File: src/hdl/nspe_regs.svh
// Register offsets, field positions, command codes and timing counts for the erase/status host
`ifndef NSPE_REGS_SVH
`define NSPE_REGS_SVH

`define NSPE_OFS_CTRL        8'h00
`define NSPE_OFS_BLK0        8'h04
`define NSPE_OFS_BLK1        8'h08
`define NSPE_OFS_STAT        8'h0C
`define NSPE_OFS_RESULT      8'h10

`define NSPE_CMD_ERASE_SETUP 8'h60
`define NSPE_CMD_ERASE_CONF  8'hD0
`define NSPE_CMD_STATUS      8'h70
`define NSPE_CMD_PLANE_STAT  8'hF1
`define NSPE_CMD_READ        8'h00
`define NSPE_CMD_RESET       8'hFF
`define NSPE_STAT_RESET_VAL  8'hC0

`define NSPE_CTRL_GO_ERASE   0
`define NSPE_CTRL_TWO_PLANE  1
`define NSPE_CTRL_GO_STATUS  2
`define NSPE_CTRL_GO_PLANE   3
`define NSPE_CTRL_GO_RESET   4
`define NSPE_CTRL_GO_READ    5

`define NSPE_SB_FAIL         0
`define NSPE_SB_P0FAIL       1
`define NSPE_SB_P1FAIL       2
`define NSPE_SB_REWRITE      3
`define NSPE_SB_READY        6
`define NSPE_SB_UNPROT       7
`define NSPE_STAT_USED_MASK  8'hC9
`define NSPE_PLANE_USED_MASK 8'hCF

`define NSPE_PLANE_BIT       0  // Block number bit that lands on A18
`define NSPE_BLK_W           12

`define NSPE_T_STROBE_NS     25
`define NSPE_CLK_NS          8
`define NSPE_T_STROBE_CYC    ((`NSPE_T_STROBE_NS + `NSPE_CLK_NS - 1) / `NSPE_CLK_NS)

`endif

File: src/hdl/nspe_pkg.sv
// Types shared by the erase/status host
package nspe_pkg;
  typedef enum logic [3:0] {
    NSPE_IDLE   = 4'b0000,
    NSPE_CMD    = 4'b0001,
    NSPE_ADDR   = 4'b0011,
    NSPE_NEXT   = 4'b0010,
    NSPE_CONF   = 4'b0110,
    NSPE_WAIT   = 4'b0111,
    NSPE_POLL   = 4'b0101,
    NSPE_DONE   = 4'b0100,
    NSPE_SCMD   = 4'b1100
  } nspe_state_e;

  typedef enum logic [1:0] {
    NSPE_PH_IDLE = 2'b00,
    NSPE_PH_LOW  = 2'b01,
    NSPE_PH_HIGH = 2'b11
  } nspe_phase_e;
endpackage

File: src/hdl/nspe_pin_cycle.sv
// One timed strobe cycle on the flash port: command, address, or status read
`timescale 1ns/1ps
`default_nettype none
`include "nspe_regs.svh"
module nspe_pin_cycle
  import nspe_pkg::*;
#(
  parameter int STROBE_CYC = `NSPE_T_STROBE_CYC
) (
  input  wire logic       aclk,
  input  wire logic       aresetn,
  input  wire logic       start,
  input  wire logic       is_read,
  input  wire logic       is_addr,
  input  wire logic [7:0] wdata,
  input  wire logic [7:0] io_in,
  output logic            busy,
  output logic            done,
  output logic [7:0]      rdata,
  output logic            cle,
  output logic            ale,
  output logic            write_strobe_n,
  output logic            read_strobe_n,
  output logic [7:0]      io_out,
  output logic            io_oe
);
  nspe_phase_e phase, next_phase;
  logic [7:0]  cnt, next_cnt;
  logic        rd, next_rd;
  logic        next_done;
  logic [7:0]  next_rdata;
  logic        next_cle, next_ale, next_we_n, next_re_n, next_oe;
  logic [7:0]  next_io_out;

  localparam logic [7:0] LAST = 8'(STROBE_CYC - 1);

  always_comb begin
    next_phase  = phase;
    next_cnt    = cnt;
    next_rd     = rd;
    next_done   = 1'b0;
    next_rdata  = rdata;
    next_cle    = cle;
    next_ale    = ale;
    next_we_n   = write_strobe_n;
    next_re_n   = read_strobe_n;
    next_oe     = io_oe;
    next_io_out = io_out;
    unique case (phase)
      NSPE_PH_IDLE: begin
        if (start) begin
          next_phase  = NSPE_PH_LOW;
          next_cnt    = 8'h00;
          next_rd     = is_read;
          next_cle    = !is_read && !is_addr;
          next_ale    = !is_read && is_addr;
          next_we_n   = is_read;
          next_re_n   = !is_read;
          next_oe     = !is_read;
          next_io_out = wdata;
        end
      end
      NSPE_PH_LOW: begin
        next_cnt = cnt + 8'h01;
        if (cnt == LAST) begin
          next_phase = NSPE_PH_HIGH;
          next_cnt   = 8'h00;
          next_we_n  = 1'b1;
          next_re_n  = 1'b1;
          if (rd) begin
            next_rdata = io_in; // Sampled at the end of the low phase
          end
        end
      end
      NSPE_PH_HIGH: begin
        next_cnt = cnt + 8'h01;
        if (cnt == LAST) begin
          next_phase = NSPE_PH_IDLE;
          next_done  = 1'b1;
          next_cle   = 1'b0;
          next_ale   = 1'b0;
          next_oe    = 1'b0;
        end
      end
      default: next_phase = NSPE_PH_IDLE;
    endcase
  end

  always_ff @(posedge aclk) begin
    if (!aresetn) begin
      phase          <= NSPE_PH_IDLE;
      cnt            <= 8'h00;
      rd             <= 1'b0;
      done           <= 1'b0;
      rdata          <= 8'h00;
      cle            <= 1'b0;
      ale            <= 1'b0;
      write_strobe_n <= 1'b1;
      read_strobe_n  <= 1'b1;
      io_out         <= 8'h00;
      io_oe          <= 1'b0;
    end else begin
      phase          <= next_phase;
      cnt            <= next_cnt;
      rd             <= next_rd;
      done           <= next_done;
      rdata          <= next_rdata;
      cle            <= next_cle;
      ale            <= next_ale;
      write_strobe_n <= next_we_n;
      read_strobe_n  <= next_re_n;
      io_out         <= next_io_out;
      io_oe          <= next_oe;
    end
  end

  assign busy = (phase != NSPE_PH_IDLE);
endmodule
`default_nettype wire

File: src/hdl/nspe_host.sv
// Flash controller for two-plane block erase and status polling, AXI4-Lite command port
`timescale 1ns/1ps
`default_nettype none
`include "nspe_regs.svh"
module nspe_host
  import nspe_pkg::*;
#(
  parameter int STROBE_CYC = `NSPE_T_STROBE_CYC
) (
  input  wire logic        aclk,
  input  wire logic        aresetn,
  input  wire logic [7:0]  s_axi_awaddr,
  input  wire logic        s_axi_awvalid,
  output logic             s_axi_awready,
  input  wire logic [31:0] s_axi_wdata,
  input  wire logic [3:0]  s_axi_wstrb,
  input  wire logic        s_axi_wvalid,
  output logic             s_axi_wready,
  output logic [1:0]       s_axi_bresp,
  output logic             s_axi_bvalid,
  input  wire logic        s_axi_bready,
  input  wire logic [7:0]  s_axi_araddr,
  input  wire logic        s_axi_arvalid,
  output logic             s_axi_arready,
  output logic [31:0]      s_axi_rdata,
  output logic [1:0]       s_axi_rresp,
  output logic             s_axi_rvalid,
  input  wire logic        s_axi_rready,
  output logic             chip_enable_n,
  output logic             cle,
  output logic             ale,
  output logic             write_strobe_n,
  output logic             read_strobe_n,
  output logic [7:0]       io_out,
  output logic             io_oe,
  input  wire logic [7:0]  io_in,
  input  wire logic        ready_busy
);
  function automatic logic [7:0] blk_addr_byte(input logic [`NSPE_BLK_W-1:0] blk,
                                                input logic [1:0] idx);
    // Row cycles carry A12..A29; block sits at A18 upward, page bits A12..A17 zero
    logic [23:0] row;
    row = {6'h00, blk, 6'h00};
    blk_addr_byte = row[idx*8 +: 8];
  endfunction

  // Register state
  logic [`NSPE_BLK_W-1:0] blk0, blk1, next_blk0, next_blk1;
  logic        two_plane, next_two_plane;
  logic [7:0]  last_stat, next_last_stat;
  logic        op_done, next_op_done, erase_fail, next_erase_fail;
  logic        aw_hold, next_aw_hold, w_hold, next_w_hold;
  logic [7:0]  aw_addr, next_aw_addr;
  logic [31:0] w_data, next_w_data;
  logic        next_bvalid, next_rvalid;
  logic [31:0] next_rdata;
  logic [5:0]  go, next_go;
  logic        rst_pend, next_rst_pend;

  // Sequencer state
  nspe_state_e st, next_st;
  logic [1:0]  acnt, next_acnt;
  logic        plane, next_plane;
  logic [7:0]  cur_cmd, next_cur_cmd;
  logic        cyc_start, cyc_read, cyc_addr, cyc_busy, cyc_done;
  logic [7:0]  cyc_wdata, cyc_rdata;

  nspe_pin_cycle #(.STROBE_CYC(STROBE_CYC)) u_cyc (
    .aclk(aclk), .aresetn(aresetn), .start(cyc_start), .is_read(cyc_read),
    .is_addr(cyc_addr), .wdata(cyc_wdata), .io_in(io_in), .busy(cyc_busy),
    .done(cyc_done), .rdata(cyc_rdata), .cle(cle), .ale(ale),
    .write_strobe_n(write_strobe_n), .read_strobe_n(read_strobe_n),
    .io_out(io_out), .io_oe(io_oe));

  wire logic wr_fire = aw_hold && w_hold && !s_axi_bvalid;
  wire logic idle    = (st == NSPE_IDLE);

  // AXI slave and registers
  always_comb begin
    next_aw_hold = aw_hold;
    next_w_hold  = w_hold;
    next_aw_addr = aw_addr;
    next_w_data  = w_data;
    next_bvalid  = s_axi_bvalid && !s_axi_bready;
    next_rvalid  = s_axi_rvalid && !s_axi_rready;
    next_rdata   = s_axi_rdata;
    next_blk0    = blk0;
    next_blk1    = blk1;
    next_two_plane = two_plane;
    next_go      = 6'h00;
    if (s_axi_awvalid && s_axi_awready) begin
      next_aw_hold = 1'b1;
      next_aw_addr = s_axi_awaddr;
    end
    if (s_axi_wvalid && s_axi_wready) begin
      next_w_hold = 1'b1;
      next_w_data = s_axi_wdata;
    end
    if (wr_fire) begin
      next_aw_hold = 1'b0;
      next_w_hold  = 1'b0;
      next_bvalid  = 1'b1;
      if (aw_addr == `NSPE_OFS_CTRL && w_data[0] && idle) begin
        next_go        = w_data[5:0];
        next_two_plane = w_data[`NSPE_CTRL_TWO_PLANE];
      end else if (aw_addr == `NSPE_OFS_CTRL && w_data[`NSPE_CTRL_GO_RESET]) begin
        next_go = 6'h10; // Reset is honoured even while busy
      end else if (aw_addr == `NSPE_OFS_CTRL && idle) begin
        next_go = w_data[5:0];
      end else if (aw_addr == `NSPE_OFS_BLK0 && s_axi_wstrb[0]) begin
        next_blk0 = w_data[`NSPE_BLK_W-1:0];
      end else if (aw_addr == `NSPE_OFS_BLK1 && s_axi_wstrb[0]) begin
        next_blk1 = w_data[`NSPE_BLK_W-1:0];
      end
    end
    if (s_axi_arvalid && s_axi_arready) begin
      next_rvalid = 1'b1;
      unique case (s_axi_araddr)
        `NSPE_OFS_CTRL:   next_rdata = {30'h0, two_plane, 1'b0};
        `NSPE_OFS_BLK0:   next_rdata = {20'h0, blk0};
        `NSPE_OFS_BLK1:   next_rdata = {20'h0, blk1};
        `NSPE_OFS_STAT:   next_rdata = {28'h0, ready_busy, erase_fail, op_done, !idle};
        `NSPE_OFS_RESULT: next_rdata = {24'h0, last_stat};
        default:          next_rdata = 32'h0;
      endcase
    end
  end

  // Erase and status sequencer
  always_comb begin
    next_st        = st;
    next_acnt      = acnt;
    next_plane     = plane;
    next_cur_cmd   = cur_cmd;
    next_last_stat = last_stat;
    next_op_done   = op_done;
    next_erase_fail = erase_fail;
    next_rst_pend   = 1'b0;
    cyc_start = 1'b0;
    cyc_read  = 1'b0;
    cyc_addr  = 1'b0;
    cyc_wdata = cur_cmd;
    unique case (st)
      NSPE_IDLE: begin
        // No program code is ever sent, so the per-page program limit cannot be broken
        if (go[`NSPE_CTRL_GO_RESET]) begin
          next_cur_cmd = `NSPE_CMD_RESET; next_st = NSPE_SCMD;
        end else if (go[`NSPE_CTRL_GO_ERASE]) begin
          next_plane = 1'b0; next_st = NSPE_CMD; next_op_done = 1'b0;
        end else if (go[`NSPE_CTRL_GO_STATUS]) begin
          next_cur_cmd = `NSPE_CMD_STATUS; next_st = NSPE_SCMD;
        end else if (go[`NSPE_CTRL_GO_PLANE]) begin
          next_cur_cmd = `NSPE_CMD_PLANE_STAT; next_st = NSPE_SCMD;
        end else if (go[`NSPE_CTRL_GO_READ]) begin
          next_cur_cmd = `NSPE_CMD_READ; next_st = NSPE_SCMD; // Leaves status mode
        end
      end
      NSPE_SCMD: begin
        cyc_start = !cyc_busy && !cyc_done;
        cyc_wdata = cur_cmd;
        if (cyc_done) begin
          next_st = (cur_cmd == `NSPE_CMD_STATUS || cur_cmd == `NSPE_CMD_PLANE_STAT)
                    ? NSPE_POLL : NSPE_IDLE;
        end
      end
      NSPE_CMD: begin
        cyc_start = !cyc_busy && !cyc_done;
        cyc_wdata = `NSPE_CMD_ERASE_SETUP;
        if (cyc_done) begin
          next_st = NSPE_ADDR; next_acnt = 2'd0;
        end
      end
      NSPE_ADDR: begin
        cyc_start = !cyc_busy && !cyc_done;
        cyc_addr  = 1'b1;
        cyc_wdata = blk_addr_byte(plane ? blk1 : blk0, acnt);
        if (cyc_done) begin
          next_acnt = acnt + 2'd1;
          if (acnt == 2'd2) next_st = NSPE_NEXT;
        end
      end
      NSPE_NEXT: begin
        // Second group only once, and only for a different plane
        if (two_plane && !plane && (blk0[`NSPE_PLANE_BIT] != blk1[`NSPE_PLANE_BIT])) begin
          next_plane = 1'b1; next_st = NSPE_CMD;
        end else begin
          next_st = NSPE_CONF;
        end
      end
      NSPE_CONF: begin
        cyc_start = !cyc_busy && !cyc_done;
        cyc_wdata = `NSPE_CMD_ERASE_CONF;
        if (cyc_done) next_st = NSPE_WAIT;
      end
      NSPE_WAIT: begin
        // Only ready/busy is watched here; no command but a requested reset is sent while busy
        if (ready_busy) begin
          next_cur_cmd = `NSPE_CMD_PLANE_STAT; next_st = NSPE_SCMD;
          next_op_done = 1'b1;
        end
      end
      NSPE_POLL: begin
        cyc_start = !cyc_busy && !cyc_done;
        cyc_read  = 1'b1;
        if (cyc_done) begin
          next_last_stat = cyc_rdata & ((cur_cmd == `NSPE_CMD_PLANE_STAT)
                           ? `NSPE_PLANE_USED_MASK : `NSPE_STAT_USED_MASK);
          // Either plane failing counts as overall fail
          if (cur_cmd == `NSPE_CMD_PLANE_STAT) begin
            next_erase_fail = cyc_rdata[`NSPE_SB_FAIL] | cyc_rdata[`NSPE_SB_P0FAIL]
                              | cyc_rdata[`NSPE_SB_P1FAIL];
          end else begin
            next_erase_fail = cyc_rdata[`NSPE_SB_FAIL];
          end
          next_st = NSPE_DONE;
        end
      end
      NSPE_DONE: next_st = NSPE_IDLE;
      default:   next_st = NSPE_IDLE;
    endcase
    // A reset that arrives mid-strobe waits for the strobe, else the one-cycle go would be lost
    if ((go[`NSPE_CTRL_GO_RESET] || rst_pend) && st != NSPE_IDLE) begin
      if (cyc_busy) begin
        next_rst_pend = 1'b1;
      end else begin
        next_cur_cmd = `NSPE_CMD_RESET; next_st = NSPE_SCMD;
      end
    end
  end

  always_ff @(posedge aclk) begin
    if (!aresetn) begin
      aw_hold <= 1'b0; w_hold <= 1'b0; aw_addr <= 8'h00; w_data <= 32'h0;
      s_axi_bvalid <= 1'b0; s_axi_rvalid <= 1'b0; s_axi_rdata <= 32'h0;
      blk0 <= '0; blk1 <= '0; two_plane <= 1'b0; go <= 6'h00;
      st <= NSPE_IDLE; acnt <= 2'd0; plane <= 1'b0; cur_cmd <= 8'h00;
      last_stat <= 8'h00; op_done <= 1'b0; erase_fail <= 1'b0;
      rst_pend <= 1'b0;
      s_axi_awready <= 1'b0; s_axi_wready <= 1'b0; s_axi_arready <= 1'b0;
      chip_enable_n <= 1'b1;
    end else begin
      aw_hold <= next_aw_hold; w_hold <= next_w_hold;
      aw_addr <= next_aw_addr; w_data <= next_w_data;
      s_axi_bvalid <= next_bvalid; s_axi_rvalid <= next_rvalid;
      s_axi_rdata <= next_rdata;
      blk0 <= next_blk0; blk1 <= next_blk1; two_plane <= next_two_plane;
      go <= next_go;
      st <= next_st; acnt <= next_acnt; plane <= next_plane; cur_cmd <= next_cur_cmd;
      last_stat <= next_last_stat; op_done <= next_op_done; erase_fail <= next_erase_fail;
      rst_pend <= next_rst_pend;
      s_axi_awready <= !next_aw_hold && !s_axi_awready;
      s_axi_wready  <= !next_w_hold && !s_axi_wready;
      s_axi_arready <= !next_rvalid && !s_axi_arready;
      chip_enable_n <= 1'b0; // Single device, kept selected
    end
  end

  assign s_axi_bresp = 2'b00;
  assign s_axi_rresp = 2'b00;
endmodule
`default_nettype wire

File: config.mk
export PLATFORM = sky130hd
export DESIGN_NAME = nspe_host
export DESIGN_NICKNAME = d
export VERILOG_FILES = /design/src/hdl/nspe_pkg.sv /design/src/hdl/nspe_pin_cycle.sv /design/src/hdl/nspe_host.sv
export VERILOG_INCLUDE_DIRS = /design/src /design/src/hdl
export SDC_FILE = /design/constraint.sdc
export NUM_CORES = 1
export LEC_CHECK = 0
export ABC_CLOCK_PERIOD_IN_PS = 2500
export BUFFER_PORTS_ARGS = -buffer_cell sky130_fd_sc_hd__buf_4
export CELL_PAD_IN_SITES_DETAIL_PLACEMENT = 0
export CELL_PAD_IN_SITES_GLOBAL_PLACEMENT = 1
export CORE_ASPECT_RATIO = 1.25
export CORE_MARGIN = 5
export CORE_UTILIZATION = 41
export DETAILED_ROUTE_END_ITERATION = 10
export MAX_ROUTING_LAYER = met4
export PLACE_DENSITY_LB_ADDON = 0.1
export SLEW_MARGIN = 20
export SYNTH_ARGS = -nofsm -noshare
export SYNTH_HDL_FRONTEND = slang
export SYNTH_SLANG_ARGS = --single-unit
File: constraint.sdc
create_clock -name aclk -period 2.5 [get_ports aclk]
set_input_delay 0.125 -clock aclk [delete_from_list [all_inputs] [get_ports aclk]]
set_output_delay 0.125 -clock aclk [all_outputs]
set_load 0.02 [all_outputs]
### Word-level counts from Yosys, hierarchy flattened

Index checks and enable logic that the tools add are counted.

* flip-flop bits (word level): 150
* latch bits: 0
* RAM bits: 0
* ROM bits: 0
* input port bits: 68
* output and inout port bits: 55
* memories kept: 0

* $add $sub $neg: 2
* $mul: 0
* divide/modulo/power cells: 0
* order comparisons: 0
* equal/unequal tests: 29
* shift operators: 1
* mux-type cells: 73
* bitwise operators: 7
* reductions and logical operators: 68

Operators by type and width (count)
* 8-bit 2-to-1 mux: 10
* 12-bit case mux with 5 select lines: 1
* 4-bit 2-to-1 mux: 14
* 8-bit case mux with 3 select lines: 2
* 4-bit case mux with 8 select lines: 1
* 8-bit by 4-bit equality test with 1-bit output (second input constant): 3
* 24-bit by 6-bit indexed part select with 8-bit output: 1
* 1-bit 2-to-1 mux: 23
* 1-bit logical AND: 22
* 6-bit 2-to-1 mux: 3
* 8-bit by 3-bit equality test with 1-bit output (second input constant): 2
* 8-bit logical NOT: 2
* 8-bit case mux with 2 select lines: 1
* 1-bit logical NOT: 15
* 3-bit AND reduction: 5
* 1-bit case mux with 2 select lines: 7
* 2-bit AND reduction: 7
* 4-bit by 3-bit equality test with 1-bit output (second input constant): 3
* 12-bit 2-to-1 mux: 1
* 2-bit nonzero test: 6
* 2-bit 2-to-1 mux: 5
* 2-bit != test (second input constant): 5
* 3-bit 2-to-1 mux: 3
* 8-bit by 1-bit adder with 8-bit output (second input constant): 1
* 26 further kinds: 37

### Depth between registers and ports, before layout

Gate-level depths: netlist of run 1.

* word-level depth: 8
* depth in mapped cells: 6
* mapped depth without buffers: 6

### Cells and area by module

From an unflattened synthesis of run 1, not the netlist that was laid out.

* cells, all modules: 692
* area total of the unflattened synthesis: 5814.3 um2

Modules (own cells, without submodules)
* nspe_host: instances 1, cells each 543, area an instance 4498.1 um2, sequential area each 1881.8 um2
* nspe_pin_cycle: instances 1, cells each 149, area an instance 1316.3 um2, sequential area each 660.6 um2

### Worst setup path before layout of run 1

Ideal clock, no wire load.

* path type: register -> register
* start point: register u_cyc.cnt[0]
* end point: register u_cyc.rdata[0]
* arrival time: 1.738 ns
* slack: 0.690 ns
* cell stages (with the launch flop): 7
* buffers on the path: 1
* clock period less this slack: 1.810 ns
* path through: dfxtp_1 ha_1 or4b_1 nor4_2 and2_1 buf_4 mux2i_1

* longest elaborated chain between the ends: 2

RTL lines
* start, declared: line nspe_pin_cycle.sv:28 `logic [7:0] cnt, next_cnt;`
* start signal, assigned: line nspe_pin_cycle.sv:104 `cnt <= next_cnt;`
* 8-bit by 2-bit equality test with 1-bit output: line nspe_pin_cycle.sv:65 `if (cnt == LAST) begin`
* 3-bit AND reduction (no line)
* end signal, assigned: line nspe_pin_cycle.sv:107 `rdata <= next_rdata;`
* end, declared: line nspe_pin_cycle.sv:19 `output logic [7:0] rdata,`

No other way between the ends.
A chain may end at the register's enable or synchronous reset.

### Final worst setup path of run 1

* start point: register u_cyc.cnt[0]
* end point: register u_cyc.rdata[6]

Same word-level chain as after synthesis.

==> results of run 1 <==
[area by class of cell]
class / instances / area share [%]
Multi-Input combinational cell: 490 / 42.3
Clock inverter: 7 / 0.884
Timing Repair Buffer: 116 / 12.8
Inverter: 11 / 0.561
Tap cell: 178 / 3.02
Sequential cell: 125 / 34.0
Clock buffer: 23 / 6.49
[logic make-up after synthesis]
family / Yosys count
DFF: 125
adders and majority gates: 2
buffers and inverters: 78
other: 1
and+or+nand+nor: 269
xor gates and xnor gates: 3
muxes: 42
AOI/OAI and AO/OA: 150
[synthesized netlist by cell type (all sizes together) (4+ instances only)]
| master | count | area, sq um |
|---|---|---|
| o21ai | 15 | 75.1 |
| a211o | 4 | 35.0 |
| nand4 | 7 | 43.8 |
| nor3 | 17 | 85.1 |
| a21oi | 55 | 275 |
| nor3b | 7 | 57.6 |
| nand2b | 11 | 71.3 |
| nor4 | 10 | 98.8 |
| nand2 | 79 | 297 |
| and3 | 6 | 37.5 |
| dfxtp | 125 | 2500 |
| o21a | 5 | 37.5 |
| a2bb2oi | 10 | 87.6 |
| or3 | 6 | 47.5 |
| a31oi | 5 | 31.3 |
| nand3 | 25 | 125 |
| nor2 | 51 | 191 |
| and2 | 7 | 43.8 |
| mux2 | 6 | 67.6 |
| o221a | 4 | 45.0 |
| nor2b | 12 | 82.6 |
| o31ai | 4 | 30.0 |
| buf | 42 | 285 |
| clkbuf | 25 | 93.8 |
| nand3b | 8 | 60.1 |
| inv | 11 | 41.3 |
| mux2i | 33 | 330 |
| a22oi | 11 | 82.6 |
[power by group through the flow]
stage	combinational (W)	clock [W]	sequential, W
2_1_floorplan	0.000212	0	0.00209
3_3_place_gp	0.000288	0	0.00210
3_5_place_dp	0.000292	0	0.00210
4_1_cts	0.000328	0.00230	0.00206
5_1_grt	0.000359	0.00240	0.00206
6_report	0.000327	0.00225	0.00206
[registers in the layout, indices dropped and copies added, names as in the netlist, 2 cells and up]
| signal | flops |
|---|---|
| acnt | 2 |
| aw_addr | 8 |
| blk0 | 12 |
| blk1 | 12 |
| cur_cmd | 8 |
| go | 5 |
| last_stat | 6 |
| s_axi_rdata | 12 |
| st | 4 |
| u_cyc.cnt | 8 |
| u_cyc.io_out | 8 |
| u_cyc.phase | 2 |
| u_cyc.rdata | 6 |
| w_data | 12 |
[per-layer routing]
layer	global-route usage (%)	part of all wire (%)
met5	-	0
met4	6.58	1.7
met3	4.16	3.1
met2	34.3	53
met1	22.1	42
[how the worst max path moves through the flow]
| stage | startpoint | to | depth (start not counted) |
|---|---|---|---|
| after floorplan | u_cyc.cnt[0] | u_cyc.rdata[0] | 6 |
| after detailed placement | u_cyc.cnt[0] | u_cyc.rdata[7] | 5 |
| final | u_cyc.cnt[0] | u_cyc.rdata[6] | 5 |
| after global routing | u_cyc.cnt[0] | u_cyc.rdata[1] | 5 |
| after global placement | u_cyc.cnt[0] | u_cyc.rdata[6] | 5 |
| after CTS | u_cyc.cnt[0] | u_cyc.rdata[6] | 5 |
[timing repair]
item,4_1_cts,5_1_grt
hold buffers,28,0
endpoints found under the setup margin,0,0
hold endpoints to repair,28,0
[through the flow]
step	worst slack [ns]	area, sq um	hold slack (ns)
6_report	0.440	7360	0.0350
5_1_grt	0.265	7360	0.0355
4_1_cts	0.404	7360	0.0269
3_5_place_dp	0.429	6540	0.380
3_3_place_gp	0.483	6540	0.375
2_1_floorplan	0.690	6040	0.261
[worst max-delay path: cells and delay by family (launching register included)]
family,cells,cell delay [ns]
DFF,1,0.37
and+or+nand+nor,3,1.16
muxes,1,0.23
adders and majority gates,1,0.22
==> impl_metrics.csv, run 1 <==
group,metric,value,unit
status,status,"finished, final reports clean",
power_and_ir_drop,p_clk_share,48.5,%
finish,fin_cells,950,
floorplanning,dieWidth,118,um
sta,setup_viol,0,
floorplanning,dieHeight,145,um
place,hpwl,11.8,mm
route,wl,16.0,mm
place,dp_cells,892,
logic_synthesis,synth-compound-area-share,17.5,%
grt,globalRouteTotalUtil,19.5,%
worst_hold_path,min_from,"s_axi_awvalid",
route,drt_iter0_drc,284,
worst_setup_path,crit_path_cell_trace,"ha_1 -> or4b_1 -> nor4_2 -> and2_1 -> mux2i_1",
clocking,ctsHtreeMaxLevel,4,
logic_synthesis,ys_warn_count,0,
power_and_ir_drop,ir_drop,477,uV
power_and_ir_drop,p_leak,2.95,nW
worst_setup_path,critPathKind,"reg2reg",
clocking,root_buffer,"clkbuf_16",
floorplanning,die_area,17000,sq um
finish,nets,831,
worst_setup_path,worst-r2r-setup-slack,0.44,ns
clocking,cts_resized,0,
floorplanning,boundaryPins,123,
route,post_drt_wl_per_cell,16.8,um
worst_setup_path,max_stage_delay,0.49,ns
sta,skew,0.00808,ns
power_and_ir_drop,power.density,630,nW/um^2
grt,grt_pass1_vias,5034,
logic_synthesis,synthMuxAreaShare,7.82,%
sta,fmax,486,MHz
place,port_buffers,73,
worst_setup_path,cp.required,2.84,ns
grt,grt_max_degree,49,
clocking,postCtsSetupRepairBufs,0,
worst_setup_path,arrival,2.40,ns
power_and_ir_drop,p_total,0.00464,W
worst_setup_path,reg2reg_to,"u_cyc.rdata[6]",
finish,antennaDiodeCount,0,
worst_hold_path,hp-class,"in2reg",
sta,rsz0062_at_grt,"no",
power_and_ir_drop,p_sw_share,22.6,%
clocking,numCtsBuffers,17,
power_and_ir_drop,share_comb_of_total_power,7.0,%
logic_synthesis,syn_area,5950,sq um
sta,max_slew_margin,56.4,%
worst_hold_path,hold_depth,3,
logic_synthesis,ys_ff_latch,125,
logic_synthesis,synth_cell_types,80,
floorplanning,core,14300,sq um
route,drt-pass1-iter-count,5,
logic_synthesis,ys.flop_type,"dfxtp_1",
worst_setup_path,cp_max_fo,6,
worst_setup_path,endpoint_kind,"register",
route,ant_nets,0,
logic_synthesis,synthSimpleGateAreaFrac,24.6,%
worst_setup_path,r2r-start,"u_cyc.cnt[0]",
sta,slew_violations,0,
grt,overflow,0,
finish,mostFrequentLayoutCells,"125 x dfxtp_1, 88 x buf_4, 79 x nand2_1",
finish,n_fill_cell,1375,
finish,drive_gt1_share,19.6,%
run,maxCapViolations,0,
floorplanning,initial_core_util,41.5,%
logic_synthesis,synth_edf_count,0,
worst_setup_path,cp_slowest_cell,"or4b_1",
grt,grt_pass1_wl,25.6,mm
logic_synthesis,syn_inst,670,
finish,syn_to_final_growth,23.8,%
grt,antenna_found_initial,0,
power_and_ir_drop,internal-power,0.00359,W
clocking,path_clk_slew,0.05,ns
clocking,clockBufferDepth,2,
sta,hold_viol_final,0,
logic_synthesis,ys_seq_area_share,42.1,%
power_and_ir_drop,power_switching,0.00105,W
logic_synthesis,yosys.area_share.xor_xnor,0.442,%
worst_setup_path,rr_worst_depth,5,
power_and_ir_drop,power.share.sequential,44.4,%
sta,tns,0,ns
clocking,tritoncts,"done",
logic_synthesis,async_flop_share,0,%
finish,final-seq-area,2500,sq um
finish,fin_util,51.3,%
clocking,clk-insertion-delay-late,0.42,ns
route,drc,0,
sta,period_needed,2.06,ns
worst_setup_path,start_kind,"register",
finish,multi_input_area,3110,sq um
route,vias_per_cell,5.38,
logic_synthesis,synth_adder_area_share,0.421,%
place,globalplace.congestion,0.845,
finish,final_common_cell,"dfxtp_1",
worst_hold_path,whs_endpoint,"aw_addr[5]",
sta,worst_pin_slew,0.649,ns
clocking,clock-sinks,125,
route,vias,5109,
logic_synthesis,synth.avg_cell_area,8.88,sq um
floorplanning,rows,49,
sta,timing.final.crit_share,82.4,%
logic_synthesis,synth_top_family_by_area,"simple AND/OR/NAND/NOR gates",
(Power assumes the default switching activity.)
==> inputs of run 2 (changes only) <==
--- a/config.mk
+++ b/config.mk
@@ -6,13 +6,14 @@
 export SDC_FILE = /design/constraint.sdc
 export NUM_CORES = 1
 export LEC_CHECK = 0
-export ABC_CLOCK_PERIOD_IN_PS = 2500
+export ABC_AREA = 1
+export ABC_CLOCK_PERIOD_IN_PS = 2000
 export BUFFER_PORTS_ARGS = -buffer_cell sky130_fd_sc_hd__buf_4
 export CELL_PAD_IN_SITES_DETAIL_PLACEMENT = 0
 export CELL_PAD_IN_SITES_GLOBAL_PLACEMENT = 1
 export CORE_ASPECT_RATIO = 1.25
 export CORE_MARGIN = 5
-export CORE_UTILIZATION = 41
+export CORE_UTILIZATION = 39
 export DETAILED_ROUTE_END_ITERATION = 10
 export MAX_ROUTING_LAYER = met4
 export PLACE_DENSITY_LB_ADDON = 0.1
==> constraint.sdc (replaced) <==
create_clock -name aclk -period 2 [get_ports aclk]
set_input_delay 0.1 -clock aclk [delete_from_list [all_inputs] [get_ports aclk]]
set_output_delay 0.1 -clock aclk [all_outputs]
set_load 0.02 [all_outputs]
==> run 2 against run 1 <==
Net effect:
- critical path type unchanged
- non-clock buffer count decreased by 1
- clock power grew 47%
- first-iteration DRC count grew 23%
- area after synthesis grew 0.84%
- sequential share of layout area down 0.99 points
- synthesized cell count increased by 32%
- via count up 11%
- highest routed layer unchanged
- die area up 5.5%
- worst hold slack lost 0.0096 ns
- largest power group unchanged
- fmax is 22% higher
- largest cell class unchanged
- sequential power grew 25%
==> impl_metrics.csv, run 2 <==
group,metric,value,unit
status,status,"finished, final reports clean",
worst_setup_path,start_kind,"register",
worst_setup_path,worst-r2r-setup-slack,0.31,ns
floorplanning,rows,50,
logic_synthesis,syn_inst,886,
place,hpwl,12.1,mm
place,port_buffers,73,
clocking,tritoncts,"done",
route,drt-pass1-iter-count,4,
route,post_drt_wl_per_cell,13.7,um
grt,grt_pass1_wl,26.9,mm
grt,grt-busiest-layer,"met2",
route,vias_per_cell,4.70,
power_and_ir_drop,p_total,0.00628,W
logic_synthesis,ys.flop_type,"dfxtp_1",
logic_synthesis,yosysMostFrequentCell,"nand2_1",
power_and_ir_drop,p_leak,3.28,nW
clocking,postCtsSetupRepairBufs,0,
logic_synthesis,yosys.area_share.xor_xnor,0.146,%
sta,worst_pin_slew,0.583,ns
sta,setup_viol,0,
route,drt_iter0_drc,350,
floorplanning,boundaryPins,123,
power_and_ir_drop,ir_drop,580,uV
logic_synthesis,synthTopCellsByCount,"201 x nand2_1, 127 x nor2_1, 125 x dfxtp_1",
sta,max_slew_margin,61.1,%
worst_hold_path,whs_endpoint,"u_cyc.read_strobe_n",
floorplanning,dieHeight,149,um
grt,grt_use_met3,3.42,%
logic_synthesis,synth.avg_cell_area,6.77,sq um
logic_synthesis,synthSimpleGateAreaFrac,30.7,%
sta,period_needed,1.69,ns
route,wl,16.6,mm
logic_synthesis,syn_area,6000,sq um
grt,grt_max_degree,56,
logic_synthesis,synth_edf_count,0,
logic_synthesis,synth_cell_types,42,
worst_hold_path,min_from,"aresetn",
finish,final_cell_area,7580,sq um
finish,syn_to_final_growth,26.4,%
sta,fmax,591,MHz
clocking,clockBufferDepth,2,
logic_synthesis,synth-compound-area-share,15.0,%
finish,fin_util,50.3,%
worst_setup_path,rr_worst_depth,6,
sta,skew,0.00771,ns
clocking,ctsHtreeMaxLevel,4,
sta,slew_violations,0,
grt,globalRouteTotalUtil,19.3,%
logic_synthesis,ys_warn_count,0,
sta,rsz0062_at_grt,"no",
finish,antennaDiodeCount,0,
route,drc,0,
worst_setup_path,r2r-start,"st[0]",
grt,antenna_found_initial,0,
logic_synthesis,ys_ff_latch,125,
floorplanning,die_area,18000,sq um
clocking,root_buffer,"clkbuf_16",
logic_synthesis,async_flop_share,0,%
finish,final_common_cell,"nand2_1",
clocking,clk-insertion-delay-late,0.41,ns
finish,n_fill_cell,1549,
route,ant_nets,0,
sta,hold_viol_final,0,
finish,nets,1056,
logic_synthesis,synth.top_cell.area_share,41.7,%
sta,tns,0,ns
worst_hold_path,hp-class,"in2reg",
floorplanning,core,15100,sq um
sta,timing.final.crit_share,84.6,%
logic_synthesis,synthTopCellsByArea,"dfxtp_1 42%, nand2_1 13%, nor2_1 7.9%",
clocking,numCtsBuffers,17,
run,maxCapViolations,0,
clocking,path_clk_slew,0.05,ns
logic_synthesis,synth_top_family_by_area,"simple AND/OR/NAND/NOR gates",
logic_synthesis,yosysTopAreaCell,"dfxtp_1",
worst_hold_path,hold_depth,2,
grt,grt_util_met2,33.4,%
worst_setup_path,cp.required,2.32,ns
worst_setup_path,endpoint_kind,"register",
worst_setup_path,reg2reg_to,"go[3]",
finish,drive_gt1_share,14.1,%
finish,mostFrequentLayoutCells,"201 x nand2_1, 127 x nor2_1, 125 x dfxtp_1",
clocking,clock-sinks,125,
grt,grtUsageMet1,22.2,%
logic_synthesis,ys_seq_area_share,41.7,%
place,dpl-instance-area,6670,sq um
logic_synthesis,synth_adder_area_share,0.417,%
worst_setup_path,arrival,2.01,ns
floorplanning,initial_core_util,39.8,%
logic_synthesis,synthMuxAreaShare,0,%
grt,overflow,0,
grt,grt_pass1_vias,5462,
route,vias,5666,
floorplanning,dieWidth,121,um
worst_setup_path,cp_max_fo,7,
power_and_ir_drop,power.density,829,nW/um^2
place,globalplace.congestion,0.869,
worst_setup_path,critPathKind,"reg2reg",
-- run 2: changes by cell type after synthesis, moves of 11 or more --
| cell | previous run | this run |
|---|---|---|
| mux2i_1 | 33 | 0 |
| nand3_1 | 25 | 64 |
| nand2_1 | 79 | 201 |
| nor2_1 | 51 | 127 |
| nor2b_1 | 11 | 0 |
| inv_1 | 11 | 94 |
| a21oi_1 | 55 | 76 |
| o21ai_0 | 15 | 72 |
-- run 2: timing repair --
action,in CTS,in global routing
resized for setup,0,1
endpoints found under the hold margin,29,0
setup endpoints to repair,0,1
hold buffers,28,0
-- run 2: how the worst max path moves through the flow --
stage | start | endpoint | slack (ns) | cells after the start
floorplan | u_cyc.cnt[0] | u_cyc.rdata[2] | 0.62 | 7
global placement | u_cyc.cnt[0] | u_cyc.rdata[7] | 0.27 | 6
detailed placement | u_cyc.cnt[1] | u_cyc.rdata[0] | 0.24 | 6
CTS | u_cyc.cnt[1] | u_cyc.rdata[0] | 0.23 | 6
global route | st[1] | go[5] | 0.13 | 6
finish | st[0] | go[3] | 0.31 | 6
-- run 2: cell families after synthesis --
group / count (synthesis)
other: 1
and+or+nand+nor: 431
xor gates and xnor gates: 1
buffers and inverters: 157
DFF: 125
AOI/OAI and AO/OA: 169
adders and majority gates: 2
-- run 2: routing by layer --
metal  vias up  part of all wire [%]
met1      2560                    44
met3        23                   3.1
met5         -                     0
met2        98                    51
met4         0                   2.0
li1       2985                     -
-- run 2: power breakdown --
part / leakage [nW] / switching, W / total, W / internal (W)
combinational: 1.96 / 0.000236 / 0.000399 / 0.000163
sequential: 1.01 / 0.0000355 / 0.00258 / 0.00254
clock: 0.308 / 0.00104 / 0.00331 / 0.00227
total: 3.28 / 0.00131 / 0.00628 / 0.00497
-- run 2: metrics by stage --
step	hold WS [ns]	worst slack [ns]	std cells
final	0.0254	0.309	1206
after CTS	0.0158	0.226	1206
after detailed placement	0.310	0.238	1147
after floorplan	0.211	0.622	909
after global routing	0.0321	0.131	1206
after global placement	0.294	0.270	1147
-- run 2: layout make-up --
type                    instances  area (sq um)  area share, %
multi-input cells             627          2870           37.8
inverters                     100           375           4.95
clock inverters                 7           160           2.11
clock buffers                  24           472           6.22
well taps                     208           260           3.43
flip-flops and latches        125          2500           33.0
repair buffers                115           946           12.5
-- run 2: worst max-delay path: stages, from the launching register on --
cell and delay [ns]:
dfxtp_1 0.33, nor2_1 0.23, nand2_1 0.12, buf_4 0.18
nor3_1 0.33, o21ai_0 0.21, nor3_1 0.19
